[config.mk]
export PLATFORM = sky130hd
export DESIGN_NAME = phy_mgmt_register_subset
export DESIGN_NICKNAME = d
export VERILOG_FILES = /design/src/verilog/phy_mgmt_pkg.sv /design/src/verilog/phy_mgmt_register_subset.sv
export SDC_FILE = /design/constraint.sdc
export NUM_CORES = 1
export LEC_CHECK = 0
export ABC_CLOCK_PERIOD_IN_PS = 2000
export BUFFER_PORTS_ARGS = -buffer_cell sky130_fd_sc_hd__buf_2
export CAP_MARGIN = 10
export CORE_UTILIZATION = 55
export CTS_BUF_LIST = sky130_fd_sc_hd__clkbuf_8
export CTS_CLUSTER_SIZE = 8
export DETAILED_ROUTE_END_ITERATION = 10
export PLACE_DENSITY = 0.85
export REMOVE_ABC_BUFFERS = 1
export SETUP_SLACK_MARGIN = 0.4
export SLEW_MARGIN = 5
export SYNTH_ARGS = -nofsm -noshare
export SYNTH_HDL_FRONTEND = slang
export SYNTH_SLANG_ARGS = --single-unit
[constraint.sdc]
create_clock -name clk -period 2 [get_ports clk]
set_input_delay 0.1 -clock clk [delete_from_list [all_inputs] [get_ports clk]]
set_output_delay 0.1 -clock clk [all_outputs]
set_load 0.1 [all_outputs]
[src/verilog/phy_mgmt_pkg.sv]
// shared constants and carriers for the phy management register subset
package phy_mgmt_pkg;

	localparam int NUM_PHYS = 2;

	// phy and register selects
	localparam logic [4:0] PHY_SEL_FIRST = 5'h01;
	localparam logic [4:0] PHY_SEL_SECOND = 5'h02;
	localparam logic [4:0] REG_IDENT_LOW = 5'h03;
	localparam logic [4:0] REG_ADVERTISE = 5'h04;
	localparam logic [4:0] REG_PARTNER = 5'h05;
	localparam logic [4:0] REG_CABLE_TEST = 5'h1d;
	localparam logic [4:0] REG_SPECIAL = 5'h1f;

	// identifier low half; arbitrary value, not any real part's code
	localparam logic [15:0] IDENT_LOW_DEFAULT = 16'h5a3c;

	// advertisement fields
	localparam int ADV_PAUSE_BIT = 10;
	localparam int ADV_RES9_BIT = 9;
	localparam int ADV_ABIL_LSB = 5;
	localparam logic [4:0] ADV_SELECTOR = 5'h01;
	localparam logic ADV_PAUSE_RESET = 1'b1;
	localparam logic [3:0] ADV_ABIL_RESET = 4'hf;

	// cable test fields
	localparam int CT_LAUNCH_BIT = 15;

	// special control/status fields
	localparam int SP_FORCE_LINK_BIT = 3;
	localparam int SP_PWRSAVE_OFF_BIT = 2;
	localparam int SP_REMOTE_LOOP_BIT = 1;
	localparam int SP_RESERVED0_BIT = 0;
	localparam logic SP_PWRSAVE_OFF_RESET = 1'b1;

	typedef enum logic [0:0] {
		CT_IDLE = 1'b0,
		CT_RUN = 1'b1
	} cable_state_e;

	typedef struct packed {
		logic wr;
		logic [4:0] phy_select;
		logic [4:0] reg_select;
		logic [15:0] wdata;
	} mgmt_req_s;

	// order of abilities: 100 full, 100 half, 10 full, 10 half
	typedef struct packed {
		logic lp_pause;
		logic [3:0] lp_abil;
		logic pol_reversed;
		logic mdix;
	} phy_status_s;

	typedef struct packed {
		logic adv_pause;
		logic adv_res9;
		logic [3:0] adv_abil;
		logic force_link;
		logic pwrsave_off;
		logic remote_loop;
		logic reserved0;
	} phy_ctrl_s;

	typedef struct packed {
		logic [1:0] outcome;
		logic near_short_flag;
		logic [8:0] fault_count;
	} cable_result_s;

endpackage

[src/verilog/phy_mgmt_register_subset.sv]
// phy management register subset for two phys, reached by phy and register select
`timescale 1ns/100ps
`default_nettype none

module phy_mgmt_register_subset (
	input wire logic clk,
	input wire logic reset_n,
	input wire logic req,
	input wire phy_mgmt_pkg::mgmt_req_s req_fields,
	output logic rvalid,
	output logic [15:0] rdata,
	input wire phy_mgmt_pkg::phy_status_s [1:0] phy_status,
	output phy_mgmt_pkg::phy_ctrl_s [1:0] phy_ctrl,
	output logic cable_start,
	input wire logic cable_done,
	input wire phy_mgmt_pkg::cable_result_s cable_result_in
);
	import phy_mgmt_pkg::*;

	////////////////////////////////////////////////////////////////////////////
	// decode helpers

	function automatic logic phy_hit(input logic [4:0] sel);
		phy_hit = (sel == PHY_SEL_FIRST) || (sel == PHY_SEL_SECOND);
	endfunction

	function automatic logic phy_index(input logic [4:0] sel);
		phy_index = (sel == PHY_SEL_SECOND);
	endfunction

	// the cable register exists only behind the second phy
	function automatic logic cable_mapped(input logic [4:0] psel, input logic [4:0] rsel);
		cable_mapped = (psel == PHY_SEL_SECOND) && (rsel == REG_CABLE_TEST);
	endfunction

	////////////////////////////////////////////////////////////////////////////
	// state

	phy_ctrl_s [1:0] ctrl;
	phy_ctrl_s [1:0] next_ctrl;
	phy_status_s [1:0] status;
	phy_status_s [1:0] next_status;
	cable_state_e cable_state;
	cable_state_e next_cable_state;
	cable_result_s cable_res;
	cable_result_s next_cable_res;
	logic next_cable_start;
	logic next_rvalid;
	logic [15:0] next_rdata;

	logic wr_hit;
	logic idx;

	assign wr_hit = req && req_fields.wr && phy_hit(req_fields.phy_select);
	assign idx = phy_index(req_fields.phy_select);

	////////////////////////////////////////////////////////////////////////////
	// control registers, shared with the switch-side view through phy_ctrl

	always_comb begin
		next_ctrl = ctrl;
		if (wr_hit && req_fields.reg_select == REG_ADVERTISE) begin
			next_ctrl[idx].adv_pause = req_fields.wdata[ADV_PAUSE_BIT];
			next_ctrl[idx].adv_res9 = req_fields.wdata[ADV_RES9_BIT];
			next_ctrl[idx].adv_abil = req_fields.wdata[ADV_ABIL_LSB +: 4];
		end
		if (wr_hit && req_fields.reg_select == REG_SPECIAL) begin
			next_ctrl[idx].force_link = req_fields.wdata[SP_FORCE_LINK_BIT];
			next_ctrl[idx].pwrsave_off = req_fields.wdata[SP_PWRSAVE_OFF_BIT];
			next_ctrl[idx].remote_loop = req_fields.wdata[SP_REMOTE_LOOP_BIT];
			next_ctrl[idx].reserved0 = req_fields.wdata[SP_RESERVED0_BIT];
		end
	end

	always_ff @(posedge clk or negedge reset_n) begin
		if (!reset_n) begin
			for (int i = 0; i < NUM_PHYS; i++) begin
				ctrl[i].adv_pause <= ADV_PAUSE_RESET;
				ctrl[i].adv_res9 <= 1'b0;
				ctrl[i].adv_abil <= ADV_ABIL_RESET;
				ctrl[i].force_link <= 1'b0;
				ctrl[i].pwrsave_off <= SP_PWRSAVE_OFF_RESET;
				ctrl[i].remote_loop <= 1'b0;
				ctrl[i].reserved0 <= 1'b0;
			end
		end else begin
			ctrl <= next_ctrl;
		end
	end

	assign phy_ctrl = ctrl;

	////////////////////////////////////////////////////////////////////////////
	// status capture from the phy cores

	always_comb begin
		next_status = phy_status;
	end

	always_ff @(posedge clk or negedge reset_n) begin
		if (!reset_n) begin
			status <= '0;
		end else begin
			status <= next_status;
		end
	end

	////////////////////////////////////////////////////////////////////////////
	// cable test sequencing

	always_comb begin
		next_cable_state = cable_state;
		next_cable_res = cable_res;
		next_cable_start = 1'b0;
		case (cable_state)
			CT_IDLE: begin
				if (wr_hit && cable_mapped(req_fields.phy_select, req_fields.reg_select)
						&& req_fields.wdata[CT_LAUNCH_BIT]) begin
					next_cable_state = CT_RUN;
					next_cable_start = 1'b1;
				end
			end
			CT_RUN: begin
				// launch writes during a running test are ignored
				if (cable_done) begin
					next_cable_state = CT_IDLE;
					next_cable_res = cable_result_in;
				end
			end
			default: begin
				next_cable_state = CT_IDLE;
			end
		endcase
	end

	always_ff @(posedge clk or negedge reset_n) begin
		if (!reset_n) begin
			cable_state <= CT_IDLE;
			cable_res <= '0;
			cable_start <= 1'b0;
		end else begin
			cable_state <= next_cable_state;
			cable_res <= next_cable_res;
			cable_start <= next_cable_start;
		end
	end

	////////////////////////////////////////////////////////////////////////////
	// read path, one cycle after the request

	always_comb begin
		next_rvalid = req && !req_fields.wr;
		next_rdata = '0;
		if (req && !req_fields.wr && phy_hit(req_fields.phy_select)) begin
			case (req_fields.reg_select)
				REG_IDENT_LOW: begin
					next_rdata = IDENT_LOW_DEFAULT;
				end
				REG_ADVERTISE: begin
					next_rdata = {5'h00, ctrl[idx].adv_pause, ctrl[idx].adv_res9,
						ctrl[idx].adv_abil, ADV_SELECTOR};
				end
				REG_PARTNER: begin
					next_rdata = {5'h00, status[idx].lp_pause, 1'b0,
						status[idx].lp_abil, 5'h00};
				end
				REG_CABLE_TEST: begin
					if (cable_mapped(req_fields.phy_select, req_fields.reg_select)) begin
						next_rdata = {cable_state == CT_RUN, cable_res.outcome,
							cable_res.near_short_flag, 3'h0,
							cable_res.fault_count};
					end
				end
				REG_SPECIAL: begin
					next_rdata = {10'h000, status[idx].pol_reversed, status[idx].mdix,
						ctrl[idx].force_link, ctrl[idx].pwrsave_off,
						ctrl[idx].remote_loop, ctrl[idx].reserved0};
				end
				default: begin
					next_rdata = '0;
				end
			endcase
		end
	end

	always_ff @(posedge clk or negedge reset_n) begin
		if (!reset_n) begin
			rvalid <= 1'b0;
			rdata <= '0;
		end else begin
			rvalid <= next_rvalid;
			rdata <= next_rdata;
		end
	end

endmodule // phy_mgmt_register_subset

`default_nettype wire

==> qor.csv <==
stage,metric,value,unit
sta,count of pins over their slew limit,0,
floorplanning,number of cell rows,24,
pwr,maximum vdd drop,0.799,mV
routing,post-DR vias/cell,5.47,
layout,Non-Filler Instances,389,
yosys,Synthesis Warnings,0,
global_routing,total gr overflow,0,
critical_path,worst-path fanout max,6,
place,DP Area,0.00318,mm²
pwr,Clock power frac,44.9,%
layout,Area Overhead vs Synth,41.3,%
global_routing,largest net degree at the start of global routing,40,
place,GPL Wtd Cong,0.735,
routing,drt first pass iters,4,
place,IO Port Bufs,89,
pwr,Leakage,0.00190,µW
place,Final HPWL DP,4090,µm
cts,CTS tree,yes,
sta,# setup viols final,0,
layout,design area,0.00375,mm²
global_routing,gr usage total,28.5,%
floorplanning,core box area,0.00450,mm²
pwr,combinational share of power,7.8,%
routing,DR vias,2127,
floorplanning,Die ar.,0.00511,mm²
critical_path,Worst setup SP type,input port,
layout,post-layout util,83.3,%
floorplanning,Ports,95,
cts,Num CTS Buffers,9,
sta,Worst Skew,0.00880,ns
place,Placed Instances,339,
global_routing,first-pass GRT wire length,10500,µm
yosys,Synth Instances,199,
pwr,P per Cell Area,757,mW/mm²
critical_path,crit end category,flop,
yosys,"EDFF count, synth",0,
min_path,Hold Path Class,in -> reg,
cts,"Clk pin slew, worst setup/hold paths",0.08,ns
layout,final net count,389,
sta,slew margin rel.,59.4,%
status,status,"complete, no violations",
cts,Worst-Skew Late Latency,0.34,ns
sta,final period utilization,73.5,%
global_routing,number of global-route vias before repair,2222,
sta,Final Critical Period,1.47,ns
yosys,mean post-synth cell area,13.3,µm²
layout,fillcell total,240,
yosys,#FFs+latches synth,65,
layout,layout cells sized above 1,49.0,%
critical_path,Critical Path AT,1.76,ns
routing,Routed WL,6670,µm
cts,Max Buffers Root-to-Sink,2,
global_routing,initial antenna violation count,0,
routing,"antenna viol nets, final",0,
pwr,Pint,2210,µW
cts,root buffer cell,clkbuf_8,
sta,worst slew pin tran,0.609,ns
yosys,sequential fraction of the synthesis area,61.9,%
pwr,Psw,634,µW
sta,Peak Freq,681,MHz
cts,CTS H-tree depth,3,
floorplanning,Die Y,71.5,µm
yosys,Netlist cell types,34,
sta,"Hold Violations, Final",0,
critical_path,Setup CP Type,in -> reg,
cts,clock tree sinks,65,
layout,ANT cells,0,
pwr,Sequential Power Share,47.3,%
routing,Initial DRC Count,136,
routing,DRC,0,
floorplanning,Starting Density,58.9,%
routing,Avg WL per Cell,17.1,µm
floorplanning,chip width,71.5,µm
yosys,Synth Cell Area,0.00265,mm²
run,# Max-Cap Violations,0,
pwr,Switching Fraction,22.3,%
sta,setup total negative slack,0,ns
pwr,Total Power,2840,µW
critical_path,Critical Path RT,2.29,ns
sta,RSZ-0062 raised after global routing,false,
yosys,"Top FF cell, synth",dfrtp_1,
yosys,ys async rst share,100,%
[power groups by stage]
stage	clock [µW]	sequential, µW	combinational, µW
4_1_cts	1270	1340	218
3_5_place_dp	0	1370	166
3_3_place_gp	0	1360	164
2_1_floorplan	0	1400	34.0
6_report	1280	1340	221
5_1_grt	1340	1340	240
[layout make-up]
cell class | instances | area, µm² | area share (%)
Clock buffer | 11 | 151 | 4.04
Clock inverter | 5 | 77.6 | 2.07
Inverter | 2 | 7.51 | 0.200
Multi-Input combinational cell | 127 | 978 | 26.1
Sequential cell | 65 | 1640 | 43.8
Tap cell | 52 | 65.1 | 1.74
Timing Repair Buffer | 127 | 828 | 22.1
[stage by stage]
step | hold WS, ns | worst slack (ns)
after floorplan | -0.196 | 0.525
after global placement | 0.142 | 0.278
final | 0.00694 | 0.531
after detailed placement | 0.143 | 0.251
after global routing | 0.00346 | 0.505
after CTS | 0.00258 | 0.569
[worst max-delay path: stages]
cell           delay (ns)
dlygate4sd3_1        0.53
buf_2                0.14
nor2b_1              0.14
nand2_1              0.13
a21oi_1              0.48
and3_1               0.24
[synth_stat cells, types with 2 or more instances]
master,count,area (µm²)
a21o_1,2,15.0
a21oi_1,5,25.0
a22oi_1,4,30.0
a31oi_1,4,25.0
and2_1,3,18.8
and3_1,4,25.0
clkbuf_1,4,15.0
dfrtp_1,53,1330
dfstp_2,12,315
inv_1,2,7.51
mux2_2,38,428
mux2i_1,5,50.1
nand2_1,22,82.6
nand3_1,5,25.0
nand4_1,2,12.5
nor2_1,8,30.0
nor2b_1,2,12.5
nor3_1,2,10.0
nor3_4,2,32.5
o21a_1,3,22.5
o21ai_0,4,20.0
[what timing repair did]
action	in CTS	in global routing
setup buffers	0	0
hold buffers	34	0
hold endpoints to repair	58	0
endpoints found under the setup margin	0	0
gates resized for setup	0	0
[registers in the layout, indices dropped and copies added (netlist names)]
register,count
cable_res,12
cable_start,1
cable_state,1
phy_ctrl,20
rdata,16
rvalid,1
status,14
[cell usage in the layout (no fill, tap or decap), types with 3 or more instances in the layout]
cell type      synthesis  layout
nand3_1                5       5
nand2_1               22      22
clkbuf_8               0      11
mux2i_1                5       5
dfstp_2               12      12
a31oi_1                4       4
buf_2                  0      89
nor2_1                 8       8
dlygate4sd3_1          0      34
o21a_1                 3       3
and2_1                 3       3
and3_1                 4       4
a22oi_1                4       4
o21ai_0                4       4
buf_4                  0       3
dfrtp_1               53      53
a21oi_1                5       5
mux2_2                38      38
[cell families after synthesis]
logic type | after synthesis | synth area share (%)
AO/OA/AOI/OAI | 26 | 6.51
XOR/XNOR | 1 | 0.330
buffers and inverters | 7 | 1.27
flip-flops | 65 | 61.9
multiplexers | 43 | 18.0
AND/OR/NAND/NOR | 57 | 12.0
[layer usage]
metal  GRT usage, %  up-vias  wire length [µm]  share of wire (%)
li1               -      973                 -                  -
met1           33.3     1041              2550                 38
met2           48.6       95              3610                 54
met3           6.33       18               379                5.7
met4           17.2        0               136                2.0
met5              0        -                 0                  0
[worst paths after layout]
path | slack [ns] | start | cells after the start | endpoint
max | 0.53 | req_fields[26] | 6 | rdata[15]
min | 0.007 | req_fields[6] | 2 | phy_ctrl[15]
max reg2reg | 0.65 | cable_state | 2 | cable_res[0]
min reg2reg | 0.51 | cable_res[1] | 1 | cable_res[1]
max in group asynchronous | 1.01 | reset_n | 3 | phy_ctrl[9]
min in group asynchronous | 0.30 | reset_n | 2 | rdata[14]
Power figures use the tool's default switching activity.
